## src/rtl/frx_map.svh

```systemverilog
/*
  Constants of the receive framing block: bit patterns, symbol codes and
  hold-off counts. Assumes inclusion by the framing module and the testbench.
*/
`ifndef FRX_MAP_SVH
`define FRX_MAP_SVH
`define FRX_MODE_BYPASS_BIT 7
`define FRX_SYM_LAST        3'h4
`define FRX_PAT_JK          10'h311
`define FRX_PAT_HH          10'h084
`define FRX_PAT_HQ          10'h080
`define FRX_CODE_IDLE       5'h1F
`define FRX_CODE_HALT       5'h04
`define FRX_CODE_J          5'h18
`define FRX_CODE_K          5'h11
`define FRX_CODE_T          5'h0D
`define FRX_CODE_R          5'h07
`define FRX_CODE_S          5'h19
`define FRX_CODE_QUIET      5'h00
`define FRX_BITS_PER_BYTE   10
`define FRX_JK_HOLD_TENTHS  15
`define FRX_JK_HOLD_BITS    ((`FRX_JK_HOLD_TENTHS * `FRX_BITS_PER_BYTE + 9) / 10)
`define FRX_RECTR_TENTHS    28
`define FRX_RECTR_BITS      ((`FRX_RECTR_TENTHS * `FRX_BITS_PER_BYTE) / 10)
`define FRX_IDLE_PAIRS      2
`define FRX_IDLE_SYMS       (`FRX_IDLE_PAIRS * 2)
`endif

```

## src/rtl/frx_pkg.sv

```systemverilog
/*
  Types of the receive framing block.
  Assumes frx_map.svh is compiled alongside.
*/
package frx_pkg;
  typedef enum logic [1:0] {
    FRX_LC_UNKNOWN = 2'h0,
    FRX_LC_IDLE    = 2'h1,
    FRX_LC_ACTIVE  = 2'h3
  } frx_line_type;

  typedef enum logic [3:0] {
    FRX_SC_DATA, FRX_SC_IDLE, FRX_SC_HALT, FRX_SC_QUIET, FRX_SC_J,
    FRX_SC_K, FRX_SC_T, FRX_SC_R, FRX_SC_S, FRX_SC_VIOL
  } frx_class_type;

  typedef struct packed {
    frx_class_type cls;
    logic          ctl;
    logic          viol;
    logic [3:0]    sym;
  } frx_sym_type;

  typedef struct packed {
    logic [1:0]   pinBit;
    logic [2:0]   pinTgl;
    logic [1:0]   sdSync;
    logic         lineLast;
    logic [9:0]   shiftWin;
    logic [2:0]   phase;
    logic         pairTgl;
    logic [4:0]   code;
    logic         codeVld;
    logic         codePairEnd;
    logic [3:0]   hiSym;
    logic         hiCtl;
    logic         hiViol;
    logic         prevJ;
    frx_line_type lineCond;
    logic [2:0]   idleCnt;
    logic         jkLock;
    logic         haltLock;
    logic [4:0]   sinceJk;
    logic [4:0]   sinceHalt;
    logic [3:0]   condA;
    logic [2:0]   condB;
  } frx_state_type;

  typedef struct packed {
    logic [1:0][9:0] mem;
    logic            wrPtr;
    logic            rdPtr;
    logic [1:0]      count;
  } frx_buf_type;
endpackage : frx_pkg

```

## src/rtl/frx_byte_if.sv

```systemverilog
/*
  Byte hand-off between the decoder and the two-entry buffer.
  Assumes both ends share one clock.
*/
`timescale 1ns/1ps
interface frx_byte_if;
  logic [9:0] data;
  logic       valid;
  logic       ready;
  modport src (output data, output valid, input ready);
  modport snk (input data, input valid, output ready);
endinterface : frx_byte_if

```

## src/rtl/frx_pair_buffer.sv

```systemverilog
/*
  Two-entry buffer on the decoded byte path.
  Assumes a synchronously released active-low reset.
*/
`timescale 1ns/1ps
module frx_pair_buffer (
  // clock and reset
  input  wire logic  clk,
  input  wire logic  rstSyncN,
  // fill side
  frx_byte_if.snk    inPort,
  // drain side
  output logic [9:0] outData,
  output logic       outValid,
  input  wire logic  outReady
);
  frx_pkg::frx_buf_type s_r;
  frx_pkg::frx_buf_type s_nxt;
  logic                 doPush;
  logic                 doPop;

  assign inPort.ready = s_r.count != 2'h2;
  assign outValid     = s_r.count != 2'h0;
  assign outData      = s_r.mem[s_r.rdPtr];

  always_comb
  begin
    s_nxt  = s_r;
    doPush = inPort.valid && inPort.ready;
    doPop  = outValid && outReady;
    if (doPush)
    begin
      s_nxt.mem[s_r.wrPtr] = inPort.data;
      s_nxt.wrPtr          = ~s_r.wrPtr;
    end
    if (doPop)
    begin
      s_nxt.rdPtr = ~s_r.rdPtr;
    end
    s_nxt.count = s_r.count + {1'b0, doPush} - {1'b0, doPop};
  end

  always_ff @(posedge clk or negedge rstSyncN)
  begin
    if (!rstSyncN)
    begin
      s_r <= '0;
    end
    else
    begin
      s_r <= s_nxt;
    end
  end
endmodule : frx_pair_buffer

```

## src/rtl/frx_symbol_framing.sv

```systemverilog
/*
  Receive front end: NRZI decode, symbol shifter, framing, 5B/4B and pair
  decode, line condition tracking. Assumes the pin bit arrives with a
  toggle strobe per bit, and loopback bits arrive as same-clock pulses.
*/
`timescale 1ns/1ps
`include "frx_map.svh"
module frx_symbol_framing (
  // clock and reset
  input  wire logic clk,
  input  wire logic reset_n,
  // bit stream from clock recovery (pins)
  input  wire logic rxBitPin,
  input  wire logic rxTogglePin,
  input  wire logic sigDetectPin,
  // bit stream from local transmitter
  input  wire logic loopBit,
  input  wire logic loopBitValid,
  // mode controls
  input  wire logic runEnable,
  input  wire logic shortInternalLoopback,
  input  wire logic rxLineDecodeBypass,
  input  wire logic framingHold,
  input  wire logic condClearA,
  input  wire logic condClearB,
  // decoded bytes
  output logic [9:0] rxByte,
  output logic       rxByteValid,
  input  wire logic  rxByteReady,
  // line condition status
  output logic [1:0] currentReceiveState,
  output logic [3:0] receiveConditionA,
  output logic [2:0] receiveConditionB
);
  logic [1:0]              rstSync_r;
  logic                    rstSyncN;
  frx_pkg::frx_state_type  s_r;
  frx_pkg::frx_state_type  s_nxt;
  frx_pkg::frx_state_type  clr;
  frx_pkg::frx_sym_type    dec;
  frx_byte_if              bytePath ();
  logic                    bitEvt;
  logic                    rawBit;
  logic                    nrzBit;
  logic [9:0]              win;
  logic                    onBnd;
  logic                    isJk;
  logic                    isHalt;
  logic                    active;
  logic                    jkOk;
  logic                    haltOk;
  logic                    realign;
  logic                    symEnd;
  logic                    noSignal;
  logic [3:0]              setA;
  logic [2:0]              setB;

  function automatic frx_pkg::frx_sym_type decode5b(input logic [4:0] c);
    frx_pkg::frx_sym_type r;
    r = '{frx_pkg::FRX_SC_DATA, 1'b0, 1'b0, 4'h0};
    case (c)
      5'h1E: r.sym = 4'h0;
      5'h09: r.sym = 4'h1;
      5'h14: r.sym = 4'h2;
      5'h15: r.sym = 4'h3;
      5'h0A: r.sym = 4'h4;
      5'h0B: r.sym = 4'h5;
      5'h0E: r.sym = 4'h6;
      5'h0F: r.sym = 4'h7;
      5'h12: r.sym = 4'h8;
      5'h13: r.sym = 4'h9;
      5'h16: r.sym = 4'hA;
      5'h17: r.sym = 4'hB;
      5'h1A: r.sym = 4'hC;
      5'h1B: r.sym = 4'hD;
      5'h1C: r.sym = 4'hE;
      5'h1D: r.sym = 4'hF;
      `FRX_CODE_IDLE:  r = '{frx_pkg::FRX_SC_IDLE, 1'b1, 1'b0, 4'hA};
      `FRX_CODE_HALT:  r = '{frx_pkg::FRX_SC_HALT, 1'b1, 1'b0, 4'h1};
      `FRX_CODE_J:     r = '{frx_pkg::FRX_SC_J, 1'b1, 1'b0, 4'hD};
      `FRX_CODE_K:     r = '{frx_pkg::FRX_SC_K, 1'b1, 1'b0, 4'hD};
      `FRX_CODE_T:     r = '{frx_pkg::FRX_SC_T, 1'b1, 1'b0, 4'h5};
      `FRX_CODE_R:     r = '{frx_pkg::FRX_SC_R, 1'b1, 1'b0, 4'h6};
      `FRX_CODE_S:     r = '{frx_pkg::FRX_SC_S, 1'b1, 1'b0, 4'h7};
      `FRX_CODE_QUIET: r = '{frx_pkg::FRX_SC_QUIET, 1'b1, 1'b0, 4'h2};
      default:         r = '{frx_pkg::FRX_SC_VIOL, 1'b1, 1'b1, 4'h2};
    endcase
    return r;
  endfunction : decode5b

  // reset release through two flops
  always_ff @(posedge clk or negedge reset_n)
  begin
    if (!reset_n)
    begin
      rstSync_r <= 2'h0;
    end
    else
    begin
      rstSync_r <= {rstSync_r[0], 1'b1};
    end
  end
  assign rstSyncN = rstSync_r[1];

  always_comb
  begin
    s_nxt  = s_r;
    clr    = '0;
    setA   = 4'h0;
    setB   = 3'h0;
    s_nxt.pinBit = {s_r.pinBit[0], rxBitPin};
    s_nxt.pinTgl = {s_r.pinTgl[1:0], rxTogglePin};
    s_nxt.sdSync = {s_r.sdSync[0], sigDetectPin};
    // source select and line decode
    bitEvt = shortInternalLoopback ? loopBitValid : (s_r.pinTgl[2] ^ s_r.pinTgl[1]);
    rawBit = shortInternalLoopback ? loopBit : s_r.pinBit[1];
    nrzBit = rxLineDecodeBypass ? rawBit : (rawBit ^ s_r.lineLast);
    win    = {s_r.shiftWin[8:0], nrzBit};
    onBnd  = s_r.phase == `FRX_SYM_LAST;
    isJk   = win == `FRX_PAT_JK;
    isHalt = (win == `FRX_PAT_HH) || (win == `FRX_PAT_HQ);
    active = s_r.lineCond == frx_pkg::FRX_LC_ACTIVE;
    // JK acceptance: blocked by framingHold; otherwise any in non-active, gated by hold-off and lock in active
    jkOk   = bitEvt && isJk && !framingHold &&
             (!active ||
              ((s_r.sinceJk >= 5'(`FRX_JK_HOLD_BITS)) && (onBnd || !s_r.jkLock)));
    haltOk = bitEvt && isHalt && !onBnd && !framingHold && !s_r.haltLock &&
             !(active && s_r.jkLock);
    realign = jkOk || haltOk;
    symEnd  = bitEvt && (onBnd || realign);
    if (bitEvt)
    begin
      s_nxt.lineLast = rawBit;
      s_nxt.shiftWin = win;
      s_nxt.phase    = symEnd ? 3'h0 : s_r.phase + 3'h1;
      if (s_r.sinceJk != 5'h1F)
      begin
        s_nxt.sinceJk = s_r.sinceJk + 5'h1;
      end
      if (s_r.sinceHalt != 5'h1F)
      begin
        s_nxt.sinceHalt = s_r.sinceHalt + 5'h1;
      end
      if (s_r.haltLock && !active && s_r.sinceHalt >= 5'(`FRX_RECTR_BITS))
      begin
        s_nxt.haltLock = 1'b0;
      end
      if (isHalt && !onBnd && active && s_r.jkLock)
      begin
        setB[1] = 1'b1;
      end
    end
    if (jkOk)
    begin
      s_nxt.jkLock  = 1'b1;
      s_nxt.sinceJk = 5'h0;
    end
    if (haltOk)
    begin
      s_nxt.haltLock  = 1'b1;
      s_nxt.sinceHalt = 5'h0;
    end
    // first decode stage: register each code
    s_nxt.codeVld = symEnd;
    if (symEnd)
    begin
      s_nxt.code        = win[4:0];
      s_nxt.codePairEnd = realign || s_r.pairTgl;
      s_nxt.pairTgl     = realign ? 1'b0 : ~s_r.pairTgl;
    end
    dec = decode5b(s_r.code);
    // second stage: pair plus line condition into byte code
    bytePath.valid = s_r.codeVld && s_r.codePairEnd;
    bytePath.data  = {s_r.hiCtl | dec.ctl,
                      s_r.hiViol | dec.viol | (s_r.lineCond == frx_pkg::FRX_LC_UNKNOWN),
                      s_r.hiSym, dec.sym};
    if (bytePath.valid && !bytePath.ready)
    begin
      setB[2] = 1'b1;
    end
    noSignal = !s_r.sdSync[1] || !runEnable;
    if (s_r.codeVld)
    begin
      if (!s_r.codePairEnd)
      begin
        s_nxt.hiSym  = dec.sym;
        s_nxt.hiCtl  = dec.ctl;
        s_nxt.hiViol = dec.viol;
      end
      if (dec.viol)
      begin
        setB[0] = 1'b1;
      end
      s_nxt.prevJ   = dec.cls == frx_pkg::FRX_SC_J;
      s_nxt.idleCnt = 3'h0;
      case (dec.cls)
        frx_pkg::FRX_SC_K:
        begin
          if (s_r.prevJ)
          begin
            s_nxt.lineCond = frx_pkg::FRX_LC_ACTIVE;
            setA[0]        = !active;
          end
          else
          begin
            s_nxt.lineCond = frx_pkg::FRX_LC_UNKNOWN;
          end
        end
        frx_pkg::FRX_SC_IDLE:
        begin
          s_nxt.jkLock = 1'b0;
          if (s_r.idleCnt != 3'h7)
          begin
            s_nxt.idleCnt = s_r.idleCnt + 3'h1;
          end
          if (s_nxt.idleCnt >= 3'(`FRX_IDLE_SYMS))
          begin
            s_nxt.lineCond = frx_pkg::FRX_LC_IDLE;
            setA[1]        = s_r.lineCond != frx_pkg::FRX_LC_IDLE;
          end
        end
        frx_pkg::FRX_SC_J:
        begin
          s_nxt.lineCond = s_r.lineCond;
        end
        frx_pkg::FRX_SC_DATA, frx_pkg::FRX_SC_T, frx_pkg::FRX_SC_R, frx_pkg::FRX_SC_S:
        begin
          if (dec.cls == frx_pkg::FRX_SC_T)
          begin
            s_nxt.jkLock = 1'b0;
          end
          if (!active)
          begin
            s_nxt.lineCond = frx_pkg::FRX_LC_UNKNOWN;
          end
        end
        default:
        begin
          s_nxt.lineCond = frx_pkg::FRX_LC_UNKNOWN;
        end
      endcase
      if (s_nxt.lineCond == frx_pkg::FRX_LC_UNKNOWN && s_r.lineCond != frx_pkg::FRX_LC_UNKNOWN)
      begin
        setA[2] = 1'b1;
      end
    end
    if (jkOk)
    begin
      s_nxt.prevJ = 1'b1;
    end
    if (noSignal)
    begin
      s_nxt.lineCond = frx_pkg::FRX_LC_UNKNOWN;
      s_nxt.idleCnt  = 3'h0;
      s_nxt.prevJ    = 1'b0;
      setA[3]        = 1'b1;
    end
    // sticky conditions: a set in the clear cycle wins
    s_nxt.condA = (s_r.condA & ~{4{condClearA}}) | setA;
    s_nxt.condB = (s_r.condB & ~{3{condClearB}}) | setB;
    if (!runEnable)
    begin
      clr.pinBit   = s_nxt.pinBit;
      clr.pinTgl   = s_nxt.pinTgl;
      clr.sdSync   = s_nxt.sdSync;
      clr.condA    = s_nxt.condA;
      clr.condB    = s_nxt.condB;
      s_nxt        = clr;
    end
  end

  always_ff @(posedge clk or negedge rstSyncN)
  begin
    if (!rstSyncN)
    begin
      s_r <= '0;
    end
    else
    begin
      s_r <= s_nxt;
    end
  end

  frx_pair_buffer u_buf (
    .clk      (clk),
    .rstSyncN (rstSyncN),
    .inPort   (bytePath),
    .outData  (rxByte),
    .outValid (rxByteValid),
    .outReady (rxByteReady)
  );

  assign currentReceiveState = s_r.lineCond;
  assign receiveConditionA   = s_r.condA;
  assign receiveConditionB   = s_r.condB;
endmodule : frx_symbol_framing

```

## config.mk

```make
export PLATFORM = sky130hd
export DESIGN_NAME = frx_symbol_framing
export DESIGN_NICKNAME = d
export VERILOG_FILES = /design/src/rtl/frx_pkg.sv /design/src/rtl/frx_byte_if.sv /design/src/rtl/frx_pair_buffer.sv /design/src/rtl/frx_symbol_framing.sv
export VERILOG_INCLUDE_DIRS = /design/src /design/src/rtl
export SDC_FILE = /design/constraint.sdc
export NUM_CORES = 1
export LEC_CHECK = 0
export ABC_AREA = 1
export BUFFER_PORTS_ARGS = -buffer_cell sky130_fd_sc_hd__buf_2
export CORE_MARGIN = 2
export CORE_UTILIZATION = 45
export CTS_BUF_LIST = sky130_fd_sc_hd__clkbuf_8 sky130_fd_sc_hd__clkbuf_16
export DETAILED_ROUTE_END_ITERATION = 7
export GPL_TIMING_DRIVEN = 1
export SETUP_SLACK_MARGIN = 0.02
export SYNTH_ARGS = -nofsm -noshare
export SYNTH_HDL_FRONTEND = slang
export SYNTH_HIERARCHICAL = 1
export SYNTH_SLANG_ARGS = --single-unit
export TNS_END_PERCENT = 5
```

## constraint.sdc

```tcl
create_clock -name clk -period 7.9 [get_ports clk]
set_input_delay 0.395 -clock clk [delete_from_list [all_inputs] [get_ports clk]]
set_output_delay 0.395 -clock clk [all_outputs]
set_load 0.005 [all_outputs]
```

==> summary by stage, run 1 <==
Setup path
The worst setup path is captured at a flop. Traced cell by cell, the critical path runs through ha_1 -> nand2_1 -> nor2_1 -> ha_1 -> nor4_1 -> nor2_1 -> nand2_2 -> nand3_2 -> nand2_1 -> nand3_1 -> nand2_1. For this run, the slowest stage of the critical path takes 0.42 ns. The maximum fanout count along the critical path is 11. Grouping stages by cell kind, the critical path spends the most delay in simple AND/OR/NAND/NOR gates. The critical path is of the reg2reg type. Together, buffers and inverters on the worst path number 0. The library cell appearing most often on the critical path is sky130_fd_sc_hd__nand2_1. The slowest stage of the critical path belongs to the cell sky130_fd_sc_hd__dfrtp_1. STA puts the critical path data required time at 8.20 ns.

The register-to-register setup slack is 5.76 ns. The critical path arrival is 2.44 ns. The startpoint class of the critical path is a flop.

Global routing
The wire length of the first global-routing pass is 16780 um. Entering global routing, the biggest net connects 84 pins. The number of global-route vias before repair is 3495. The overflow left after global routing is 0.

The overall routing resource usage is 0.1907. The number of antenna violations at the first check in global routing was 0.

Die
The initial utilization of the core area, before any placement, comes to 0.4599. The core area is 0.009729 mm^2. From left edge to right edge, the die measures 103.7 um. From bottom edge to top edge, the die measures 103.7 um. The floorplan die area is 0.01076 mm^2. Row generation in the floorplan step produced 36 rows. The number of top-level pins is 34.

Power
Power spread over the standard cell area amounts to 186.2 mW/mm^2. Of the total power, registers draw 0.533. Of the total power, the share spent switching nets is 0.2986. The power dissipated by switching net loads is 269.8 uW. The share of total power dissipated in the clock network is 0.359. Of the total power, combinational logic draws 0.108.

The internal power is 633.9 uW. The worst-case IR drop observed on VDD is 0.07515 mV. The leakage dissipation is 2.619 nW.

CTS
The root buffer selected by CTS is sky130_fd_sc_hd__clkbuf_8. The number of hold buffers added after CTS was 1. Gates resized during post-CTS repair numbered 0. The clock transition at the registers of the reported paths is 0.09 ns. TritonCTS built the clock tree. The clock tree synthesis step divided the H-tree into 3 levels. The clock passes through at most 2 buffers.

Once the clock tree was built, the setup fixing pass inserted 0 buffers. The clock latency of the later-clocked register in the worst-skew pair is 0.37 ns. Counting the buffers created by CTS gives 9. Clock tree synthesis found a total of 85 sinks.

Timing
Setup repair after global routing left no endpoint under its margin. Of the available clock period, the critical path in the final layout requires 0.2708. Between clock sinks in the finished design, the worst skew comes to 0.01433 ns. The remaining max-slew budget at the tightest pin is 0.2788. Hold is met by 0.1373 ns. At the pin with the least slew margin, the transition time is 1.082 ns. Derived from the worst setup path, the maximum achievable clock frequency is 467.4 MHz.

The number of slew-limit violations in the final report was 0. The routed design could run at a clock period as short as 2.139 ns. The count of endpoints failing hold in the final timing report is 0. The sum of negative setup slack is 0 ns.

The number of endpoints failing setup at the final stage is 0.

Logic synthesis
After technology mapping, the gate count stands at 560. The synthesized design contains 0 enable-type register cells. The most frequently used flop master after synthesis is sky130_fd_sc_hd__dfrtp_1. The synthesized netlist net count is 586. The share of synthesized registers carrying an async set or reset is 1.000. The number of distinct library cell variants in the gate-level netlist after synthesis is 42.

The number of register bits inferred by synthesis is 85. The total standard cell area after synthesis is 0.004474 mm^2. The average instance in the mapped netlist occupies 7.990 um^2. The number of warning messages in the yosys log is 6. The share of the Yosys chip area taken by registers is 0.4754.

Finish
Registers take 0.002131 mm^2. At the end of the flow, the number of nets in the layout was 604. Excluding fillers, the count of instances in the completed layout stands at 716. The multi-input gate area in the final layout is 0.001933 mm^2. The area added between synthesis and finish is 8.473%. 0 antenna diodes ended up in the layout. The filler cells instantiated in the layout total 975. The ratio of cells with drive above 1 in the final layout is 0.1304.

Detailed routing
Detailed routing inserted a total of 3647 vias. The via-per-instance ratio is 5.094. After detailed routing, the total wire length is 9627 um. In this run, the number of DRC markers left after iteration 0 of detailed routing was 239.

The total DRC errors in the routed layout is 0. The remaining number of nets flagged by the antenna check after routing is 0. Before antenna repair, the detailed router went through 5 iterations. Dividing the detail-routed wire length by the instance count gives 13.45 um.

Place
Input and output buffers added on the ports amount to 33. The post-placement cell count is 699. Routability-driven placement finished with a final weighted congestion of 0.9518. The HPWL after detailed placement is 6788 um.

Flow run
Max-cap violations in this run came to 0.

Status
The flow ran to the end, and the final reports show no timing, DRC or antenna violations.

Hold path
In this run the worst hold path is classified as in2reg.
## sequential cells by signal (all words and copies together) (netlist names)
name and flops:
receiveConditionA 4, rstSync_r 2, receiveConditionB 3, u_buf/s_r 24, s_r 46, bytePath.data 4, currentReceiveState 2
## path summary, 6_finish.rpt
path | start | endpoint | cells after the start
max reg2reg | s_r[12]$_DFFE_PN0P_ | s_r[31]$_DFFE_PN0P_ | 11
min | sigDetectPin | s_r[53]$_DFF_PN0_ | 1
max | s_r[12]$_DFFE_PN0P_ | s_r[31]$_DFFE_PN0P_ | 11
max in group asynchronous | rstSync_r[1]$_DFF_PN0_ | s_r[52]$_DFFE_PN0P_ | 0
min reg2reg | s_r[55]$_DFF_PN0_ | s_r[56]$_DFF_PN0_ | 0
min in group asynchronous | reset_n | rstSync_r[1]$_DFF_PN0_ | 2
## power by group through the flow
stage	clock network (mW)	registers, mW	logic (mW)
global placement	0	0.489	0.0942
CTS	0.339	0.482	0.0990
finish	0.325	0.481	0.0977
detailed placement	0	0.491	0.0981
floorplan	0	0.476	0.0883
global route	0.356	0.486	0.113
## Yosys cell counts, types with 2 or more instances
master                       n  area [um^2]
sky130_fd_sc_hd__o21ai_0    19        95.09
sky130_fd_sc_hd__inv_1      60        225.2
sky130_fd_sc_hd__xor2_1      5        43.79
sky130_fd_sc_hd__nand2_2     8        50.05
sky130_fd_sc_hd__nand3_1    41        205.2
sky130_fd_sc_hd__nand3_2     3        30.03
sky130_fd_sc_hd__nand3b_1    2        15.01
sky130_fd_sc_hd__nor3_1      5        25.02
sky130_fd_sc_hd__clkbuf_1    4        15.01
sky130_fd_sc_hd__o22ai_1     5        31.28
sky130_fd_sc_hd__buf_4      14        105.1
sky130_fd_sc_hd__o211ai_1    2        15.01
sky130_fd_sc_hd__o21bai_1    2        15.01
sky130_fd_sc_hd__nand2_1   165        619.3
sky130_fd_sc_hd__buf_2       7        35.03
sky130_fd_sc_hd__nand4_1    28        175.2
sky130_fd_sc_hd__o21ai_1     9        45.04
sky130_fd_sc_hd__inv_2       5        18.77
sky130_fd_sc_hd__xnor2_1     2        17.52
sky130_fd_sc_hd__nor2_2      2        12.51
sky130_fd_sc_hd__o31ai_1     2        15.01
sky130_fd_sc_hd__a21oi_1    11        55.05
sky130_fd_sc_hd__dfrtp_1    85         2127
sky130_fd_sc_hd__ha_1       12        150.1
sky130_fd_sc_hd__nor2_1     45        168.9
## cells in the final DEF, fill, tap and decap left out, types with 5 or more instances in the layout
cell,Yosys,layout
sky130_fd_sc_hd__nand2_1,165,165
sky130_fd_sc_hd__dfrtp_1,85,84
sky130_fd_sc_hd__inv_1,60,60
sky130_fd_sc_hd__nor2_1,45,45
sky130_fd_sc_hd__nand3_1,41,41
sky130_fd_sc_hd__buf_2,7,33
sky130_fd_sc_hd__nand4_1,28,28
sky130_fd_sc_hd__o21ai_0,19,19
sky130_fd_sc_hd__ha_1,12,12
sky130_fd_sc_hd__a21oi_1,11,11
sky130_fd_sc_hd__o21ai_1,9,9
sky130_fd_sc_hd__clkbuf_8,0,9
sky130_fd_sc_hd__nand2_2,8,8
sky130_fd_sc_hd__inv_2,5,5
sky130_fd_sc_hd__nor3_1,5,5
sky130_fd_sc_hd__o22ai_1,5,5
sky130_fd_sc_hd__xor2_1,5,5
## final cells by class
cell class | count | area share
clock buffers | 9 | 0.02552
clock inverters | 7 | 0.01650
inverters | 65 | 0.05027
multi-input cells | 383 | 0.3983
flip-flops and latches | 85 | 0.4390
well taps | 133 | 0.03429
repair buffers | 34 | 0.03609
## stage by stage
step	total power, mW	setup WS (ns)	area, um^2	util
global placement	0.5836	5.752	4639	0.4769
finish	0.9037	5.761	4853	0.4988
global route	0.9555	5.524	4853	0.4988
detailed placement	0.5888	5.759	4639	0.4769
CTS	0.9201	5.732	4853	0.4988
floorplan	0.5647	5.357	4474	-
## cell families (layout without fill, tap and decap cells)
logic type                 after synthesis  in the layout  synth area share
and+or+nand+nor                        306            306            0.3068
other                                    1              1         0.0008381
AOI/OAI and AO/OA                       56             56           0.07354
adders and majority gates               12             12           0.03356
buffers and inverters                   92            115           0.09256
xor gates and xnor gates                 8              8           0.01734
DFF                                     85             85            0.4754
## layer usage
layer	vias to the layer above	share of wire	global-route usage
met5	-	0	0
li1	1841	-	-
met2	91	0.47	0.3061
met3	16	0.047	0.03524
met4	0	0.019	0.06853
met1	1699	0.46	0.2599
Power figures use the tool's default switching activity.
==> run 2, diff against run 1 <==
==> constraint.sdc (replaced) <==
create_clock -name clk -period 1.9 [get_ports clk]
set_input_delay 0.095 -clock clk [delete_from_list [all_inputs] [get_ports clk]]
set_output_delay 0.095 -clock clk [all_outputs]
set_load 0.005 [all_outputs]
==> run 2 against run 1 <==
Against the previous run: sequential cell count did not move; sequential power rose to 4.0 times the previous value; non-clock buffer count rose by 31; critical path depth rose by 1; via count rose by 2.2%; routed wire length rose by 3.2%; highest routed layer unchanged; cell count rose by 4.3%; die area did not move.
==> summary by stage, run 2 (synthesis gave the netlist of run 1 again) <==
Status
The flow ran to the end, and the final reports show no timing, DRC or antenna violations.

Timing
The count of endpoints failing hold in the final timing report is 0 (unchanged). The number of endpoints failing setup at the final stage is 0 (unchanged). The number of slew-limit violations in the final report came to 0 (unchanged). The minimum period implied by the final worst setup slack is 1.759 ns (-0.3806 ns). Setup repair after global routing could not meet its margin everywhere. The clock skew after layout was 0.01560 ns (+0.001265 ns). The maximum frequency from static timing analysis is 568.6 MHz (+22%).

The worst hold-check slack is 0.03227 ns (-0.1050 ns). The part of the cycle the worst path needs was 0.9257 (+0.6549).

CTS
The clock latency of the later-clocked register in the worst-skew pair is 0.36 ns (about the same). The clock transition at the registers of the reported paths is 0.10 ns (about the same). The CTS sink count is 85 (unchanged). The tree is rooted in a sky130_fd_sc_hd__clkbuf_8. The maximum root-to-sink buffer count is 2 (unchanged). TritonCTS built the clock tree. The number of buffers inserted during clock tree synthesis is 9 (unchanged). The count of H-tree levels built during CTS is 3 (unchanged).

Setup path
The longest individual stage delay on the worst path is 0.45 ns (+0.03 ns). The critical path is of the reg2reg type. The most numerous cell type found on the critical path is sky130_fd_sc_hd__nand2_1.

The dominant delay contributor by cell family on the critical path is simple AND/OR/NAND/NOR gates. The required time at the endpoint of the critical path was 2.20 ns (-6.00 ns). The worst setup path is captured at a flop. The critical path arrival is 2.06 ns (-0.38 ns). The count of buffer and inverter cells on the critical path is 3 (+3). The critical path goes through inv_1 -> nor2_1 -> buf_4 -> nand3_1 -> nand2_1 -> nor3_1 -> nand4_1 -> nor2_2 -> inv_2 -> nand2_1 -> nand4_1 -> nand2_1. The startpoint class of the critical path is a flop. The largest individual stage delay along the critical path comes from the cell sky130_fd_sc_hd__dfrtp_2. The maximum fanout count along the critical path came to 6 (-5).

Power
The switching share of total power is 0.2866 (-0.01192). The combinational group share of total power came to 0.137 (+0.029). The worst ir drop on vdd is 0.4934 mV (+560%).

The portion of total power attributed to the clock network is 0.373 (+0.014). The power dissipated by switching net loads is 1.137 mW (+320%). The internal power is 2.829 mW (+350%). The power per unit of standard cell area came to 761.3 mW/mm^2 (+310%). The leakage dissipation is 2.820 nW (+7.6%).

The register share of total power is 0.490 (-0.043).

Flow run
The number of max-cap violations was 0 (unchanged).

Global routing
The number of antenna violations at the first check in global routing was 0 (unchanged). The number of global-route vias before repair was 3625 (+3.7%). The overall routing resource usage is 0.1967 (+0.005911). The wire length of the first global-routing pass came to 17210 um (+2.6%). The overflow left after global routing was 0 (unchanged).

The pin count of the biggest net entering global routing is 34 (-60%).

Detailed routing
The total detailed-routing wirelength is 9935 um (+3.2%). The via total after detailed routing is 3727 (+2.2%). The number of detailed-routing iterations run before antenna repair is 4 (-1). The via-per-instance ratio is 4.989 (-2.0%). The remaining number of nets flagged by the antenna check after routing is 0 (unchanged). The total DRC errors in the routed layout was 0 (unchanged). The detailed-route wire length per cell came to 13.30 um (-1.1%). The starting DRC count in detailed routing is 274 (+15%).

Die
The core area is 0.009729 mm^2 (unchanged). The overall die width was 103.7 um (unchanged). The number of cell rows is 36 (unchanged). The number of top-level pins is 34 (unchanged). The floorplan die area is 0.01076 mm^2 (unchanged). The chip height is 103.7 um (unchanged).

The initial core utilization is 0.4599 (unchanged).

Place
The port buffer count is 33 (unchanged). The HPWL after detailed placement is 7133 um (+5.1%). The routability congestion estimate from global placement is 0.8861 (-6.9%).

The post-placement cell count is 721 (+3.1%). The placed cell area came to 0.004830 mm^2 (+4.1%).

Finish
The top cell types in the final layout, fill and taps aside, are sky130_fd_sc_hd__nand2_1, sky130_fd_sc_hd__dfrtp_1, sky130_fd_sc_hd__inv_1. The ratio of cells with drive above 1 in the final layout is 0.1873 (+0.05694). The area growth from synthesis to layout is 16.44%. The antenna diode count is 0 (unchanged).

The number of flip-flops in the largest register is 46 (unchanged). More flip-flops sit in one register than any other, and that register is s_r. The number of nets in the finished design is 635 (+5.1%). The number of filler instances in the final layout came to 965 (-1.0%). The area taken by flip-flops and latches is 0.002135 mm^2 (+0.18%). The post-layout instance area is 0.005210 mm^2 (+7.3%).

The final cell utilization of the core is 0.5355 (+0.03665). The largest registers in the layout are s_r x46, u_buf/s_r x24. The library cell used most frequently in the layout, excluding fill and tap cells, is sky130_fd_sc_hd__nand2_1. The multi-input gate area in the final layout was 0.001989 mm^2 (+2.9%). The final cell count without fillers was 747 (+4.3%).

Hold path
The type of the most critical hold path is in2async.
-- run 2: per-layer routing --
layer,GRT usage,vias to the layer above,part of all wire
met5,0,-,0
met4,0.06274,0,0.012
met3,0.03587,8,0.037
met2,0.3198,63,0.48
met1,0.2680,1748,0.47
li1,-,1908,-
-- run 2: worst reg2reg max path, stage by stage (launching register included) --
cell	delay, ns
sky130_fd_sc_hd__dfrtp_2	0.45
sky130_fd_sc_hd__inv_1	0.08
sky130_fd_sc_hd__nor2_1	0.04
sky130_fd_sc_hd__buf_4	0.16
sky130_fd_sc_hd__nand3_1	0.09
sky130_fd_sc_hd__nand2_1	0.12
sky130_fd_sc_hd__nor3_1	0.18
sky130_fd_sc_hd__nand4_1	0.13
sky130_fd_sc_hd__nor2_2	0.12
sky130_fd_sc_hd__inv_2	0.05
sky130_fd_sc_hd__nand2_1	0.10
sky130_fd_sc_hd__nand4_1	0.11
sky130_fd_sc_hd__nand2_1	0.08
-- run 2: path summary, 6_finish.rpt --
kind	slack, ns	start	cells after the start	end
hold / removal	0.03	reset_n	2	rstSync_r[0]$_DFF_PN0_
min in group clk	0.10	runEnable	3	s_r[52]$_DFFE_PN0P_
hold reg to reg	0.29	rstSync_r[1]$_DFF_PN0_	0	s_r[7]$_DFFE_PN0P_
max in group asynchronous	1.11	rstSync_r[1]$_DFF_PN0_	1	s_r[36]$_DFFE_PN0P_
setup reg to reg	0.14	s_r[36]$_DFFE_PN0P_	12	u_buf/s_r[12]$_DFFE_PN0P_
setup / recovery	0.14	s_r[36]$_DFFE_PN0P_	12	u_buf/s_r[12]$_DFFE_PN0P_
-- run 2: layout make-up --
cell class | instances | area share
inverter | 65 | 0.04683
clock inverter | 7 | 0.01993
tap | 133 | 0.03194
sequential | 85 | 0.4097
clock buffer | 9 | 0.02378
multi-input combinational | 383 | 0.3818
timing repair buffer | 65 | 0.08598
-- run 2: power groups by stage --
stage	Sequential (mW)	Clock, mW	Combinational (mW)
floorplan	1.98	0	0.367
global route	1.95	1.62	0.622
CTS	1.94	1.53	0.549
detailed placement	1.98	0	0.529
finish	1.94	1.48	0.544
global placement	1.98	0	0.516
-- run 2: timing repair --
action,4_1_cts,5_1_grt
pin swaps,1,2
endpoints found under the hold margin,12,0
hold buffers,7,0
endpoints found under the setup margin,8,30
buffers inserted,1,2
gates resized for setup,3,14
-- run 2: metrics by stage --
step / setup slack, ns / total power, mW / setup TNS (ns)
2_1_floorplan: 0.1110 / 2.348 / 0
3_3_place_gp: -0.01552 / 2.494 / -0.01723
3_5_place_dp: -0.07112 / 2.509 / -0.3897
4_1_cts: 0.03624 / 4.022 / 0
5_1_grt: -0.04105 / 4.195 / -0.04105
6_report: 0.1412 / 3.966 / 0
==> run 3, diff against run 2 <==
--- a/config.mk
+++ b/config.mk
@@ -13,6 +13,7 @@
 export CTS_BUF_LIST = sky130_fd_sc_hd__clkbuf_8 sky130_fd_sc_hd__clkbuf_16
 export DETAILED_ROUTE_END_ITERATION = 7
 export GPL_TIMING_DRIVEN = 1
+export MAX_ROUTING_LAYER = met4
 export SETUP_SLACK_MARGIN = 0.02
 export SYNTH_ARGS = -nofsm -noshare
 export SYNTH_HDL_FRONTEND = slang
==> run 3 against run 2 <==
Against the previous run: sequential share of layout area is the same; via count fell by 0.43%; clock-buffer cell count is the same; combinational power about the same; cell count unchanged; core utilization did not move; critical path depth fell by 2; largest cell class unchanged; largest power group unchanged.
==> summary by stage, run 3 (synthesis gave the netlist of run 1 again) <==
Finish
The antenna diode count is 0 (unchanged). In the final layout, the registers with the most flip-flops are s_r x46, u_buf/s_r x24. The number of flip-flops in the largest register was 46 (unchanged).

The final cell utilization of the core came to 0.5355 (unchanged). The number of nets in the finished design is 635 (unchanged). The top register by number of flip-flops is s_r. The number of filler instances in the final layout is 965 (unchanged).

The area added between synthesis and finish is 16.44% (unchanged). Leaving out fill and tap cells, the most frequent cells in the layout are sky130_fd_sc_hd__nand2_1, sky130_fd_sc_hd__dfrtp_1, sky130_fd_sc_hd__inv_1. The final cell count without fillers is 747 (unchanged). The ratio of cells with drive above 1 in the final layout is 0.1873 (unchanged). The library cell used most frequently in the layout, excluding fill and tap cells, is sky130_fd_sc_hd__nand2_1.

Timing
The worst hold-check slack was 0.03579 ns (+0.003519 ns). The minimum period implied by the final worst setup slack was 1.762 ns (+0.002975 ns). The clock skew after layout is 0.01425 ns (-0.001351 ns). The final worst-path setup slack is 0.1382 ns (-0.002975 ns).

The number of slew-limit violations in the final report is 0 (unchanged). The maximum frequency from static timing analysis is 567.6 MHz (-0.17%). The part of the cycle the worst path needs is 0.9272 (+0.001566). The number of endpoints failing setup at the final stage is 0 (unchanged). Setup repair after global routing could not meet its margin everywhere. The count of endpoints failing hold in the final timing report was 0 (unchanged).

Setup path
The startpoint class of the critical path is a flop. The critical path goes through ha_1 -> nand2_1 -> nor2_1 -> ha_1 -> nor4_2 -> nor2_1 -> nand2_2 -> buf_4 -> nand2_2 -> o31ai_2. The required time at the endpoint of the critical path came to 2.18 ns (-0.02 ns). The dominant delay contributor by cell family on the critical path is simple AND/OR/NAND/NOR gates.

The maximum fanout count along the critical path was 5 (-1). The count of buffer and inverter cells on the critical path is 1 (-2). The critical path in this run is classified as reg2reg. The critical path arrival is 2.04 ns (-0.02 ns). The longest individual stage delay on the worst path came to 0.39 ns (-0.06 ns).

The kind of capture point of the worst setup path is a flop. The critical-path cell with the highest stage delay is sky130_fd_sc_hd__dfrtp_1.

Power
The power dissipated by switching net loads is 1.133 mW (-0.33%). The internal power came to 2.829 mW (about the same). The register share of total power is 0.490 (about the same).

The worst ir drop on vdd is 0.4924 mV (-0.22%). The portion of total power attributed to the clock network is 0.373 (about the same). The sum of internal, switching and leakage power was 3.962 mW (about the same).

The combinational group share of total power is 0.137 (about the same). The switching share of total power was 0.2860 (-0.0006769). The leakage dissipation is 2.820 nW (unchanged).

The power per unit of standard cell area is 760.5 mW/mm^2 (about the same).

CTS
The CTS sink count is 85 (unchanged). The TritonCTS clock tree is yes. The maximum root-to-sink buffer count is 2 (unchanged). The clock transition at the registers of the reported paths came to 0.10 ns (about the same). The number of buffers inserted during clock tree synthesis is 9 (unchanged). The root buffer selected by CTS is sky130_fd_sc_hd__clkbuf_8. The clock latency of the later-clocked register in the worst-skew pair was 0.36 ns (about the same).

The count of H-tree levels built during CTS was 3 (unchanged).

Die
The chip height is 103.7 um (unchanged). The initial core utilization was 0.4599 (unchanged). The core area was 0.009729 mm^2 (unchanged). The floorplan die area came to 0.01076 mm^2 (unchanged). The number of cell rows came to 36 (unchanged). The overall die width is 103.7 um (unchanged). The number of top-level pins is 34 (unchanged).

Place
The port buffer count came to 33 (unchanged). The post-placement cell count is 721 (unchanged). The post-placement setup slack came to -0.07112 ns (unchanged). The routability congestion estimate from global placement is 0.9009 (+1.7%). The HPWL after detailed placement was 7133 um (unchanged).

Hold path
The type of the most critical hold path is in2async.

Flow run
The number of max-cap violations is 0 (unchanged).

Detailed routing
The remaining number of nets flagged by the antenna check after routing is 0 (unchanged). The via total after detailed routing came to 3711 (-0.43%). The total DRC errors in the routed layout is 0 (unchanged). The detailed-route wire length per cell is 13.34 um (+0.27%). The number of detailed-routing iterations run before antenna repair is 4 (unchanged). The via-per-instance ratio is 4.968 (-0.43%). The starting DRC count in detailed routing is 281 (+2.6%). The total detailed-routing wirelength was 9962 um (+0.27%).

Global routing
The wire length of the first global-routing pass was 17190 um (about the same). The number of global-route vias before repair is 3616 (-0.25%). The pin count of the biggest net entering global routing came to 34 (unchanged). The overflow left after global routing is 0 (unchanged). The overall routing resource usage is 0.2021 (+0.005462). The number of antenna violations at the first check in global routing was 0 (unchanged).

Status
The flow ran to the end, and the final reports show no timing, DRC or antenna violations.
## run 3: worst paths after layout
path / cells past startpoint / end / from / slack (ns)
max in group asynchronous: 1 / s_r[36]$_DFFE_PN0P_ / rstSync_r[1]$_DFF_PN0_ / 1.11
min in group clk: 3 / s_r[52]$_DFFE_PN0P_ / runEnable / 0.10
setup / recovery: 10 / s_r[16]$_DFFE_PN0P_ / s_r[12]$_DFFE_PN0P_ / 0.14
setup reg to reg: 10 / s_r[16]$_DFFE_PN0P_ / s_r[12]$_DFFE_PN0P_ / 0.14
hold reg to reg: 0 / s_r[8]$_DFFE_PN0P_ / rstSync_r[1]$_DFF_PN0_ / 0.29
hold / removal: 2 / rstSync_r[1]$_DFF_PN0_ / reset_n / 0.04
## run 3: area by class of cell
class                      instances  area [um^2]  share of cell area
multi-input combinational        383         1989              0.3818
inverter                          65        244.0             0.04683
timing repair buffer              65        447.9             0.08598
tap                              133        166.4             0.03194
clock buffer                       9        123.9             0.02378
clock inverter                     7        103.9             0.01993
sequential                        85         2135              0.4097
## run 3: power groups by stage
stage	Clock [mW]	Sequential [mW]	Combinational, mW
6_report	1.48	1.94	0.544
3_5_place_dp	0	1.98	0.529
4_1_cts	1.53	1.94	0.549
3_3_place_gp	0	1.98	0.516
5_1_grt	1.62	1.95	0.621
2_1_floorplan	0	1.98	0.367
## run 3: metal layers
layer  vias to the layer above  track usage  part of all wire
met2                        53       0.3202              0.48
met1                      1744       0.2680              0.48
met4                         0      0.06660             0.014
met3                        10      0.03147             0.027
met5                         -            -                 0
li1                       1904            -                 -
## run 3: worst reg2reg max path: cells and delay by family (launching register included)
kind	cells	cell delay, ns
and+or+nand+nor	6	0.50
adders and majority gates	2	0.40
DFF	1	0.39
AOI/OAI and AO/OA	1	0.26
buffers and inverters	1	0.14
## run 3: stage by stage
step / TNS, ns / area, um^2
6_report: 0 / 5210
3_3_place_gp: -0.01723 / 4830
3_5_place_dp: -0.3897 / 4830
2_1_floorplan: 0 / 4476
4_1_cts: 0 / 5146
5_1_grt: -0.04131 / 5210
## run 3: what timing repair did
action / CTS / global route
buffers inserted: 1 / 2
gates resized for setup: 3 / 14
pin swaps: 1 / 2
endpoints found under the hold margin: 12 / 0
hold buffers: 7 / 0
setup endpoints to repair: 8 / 30
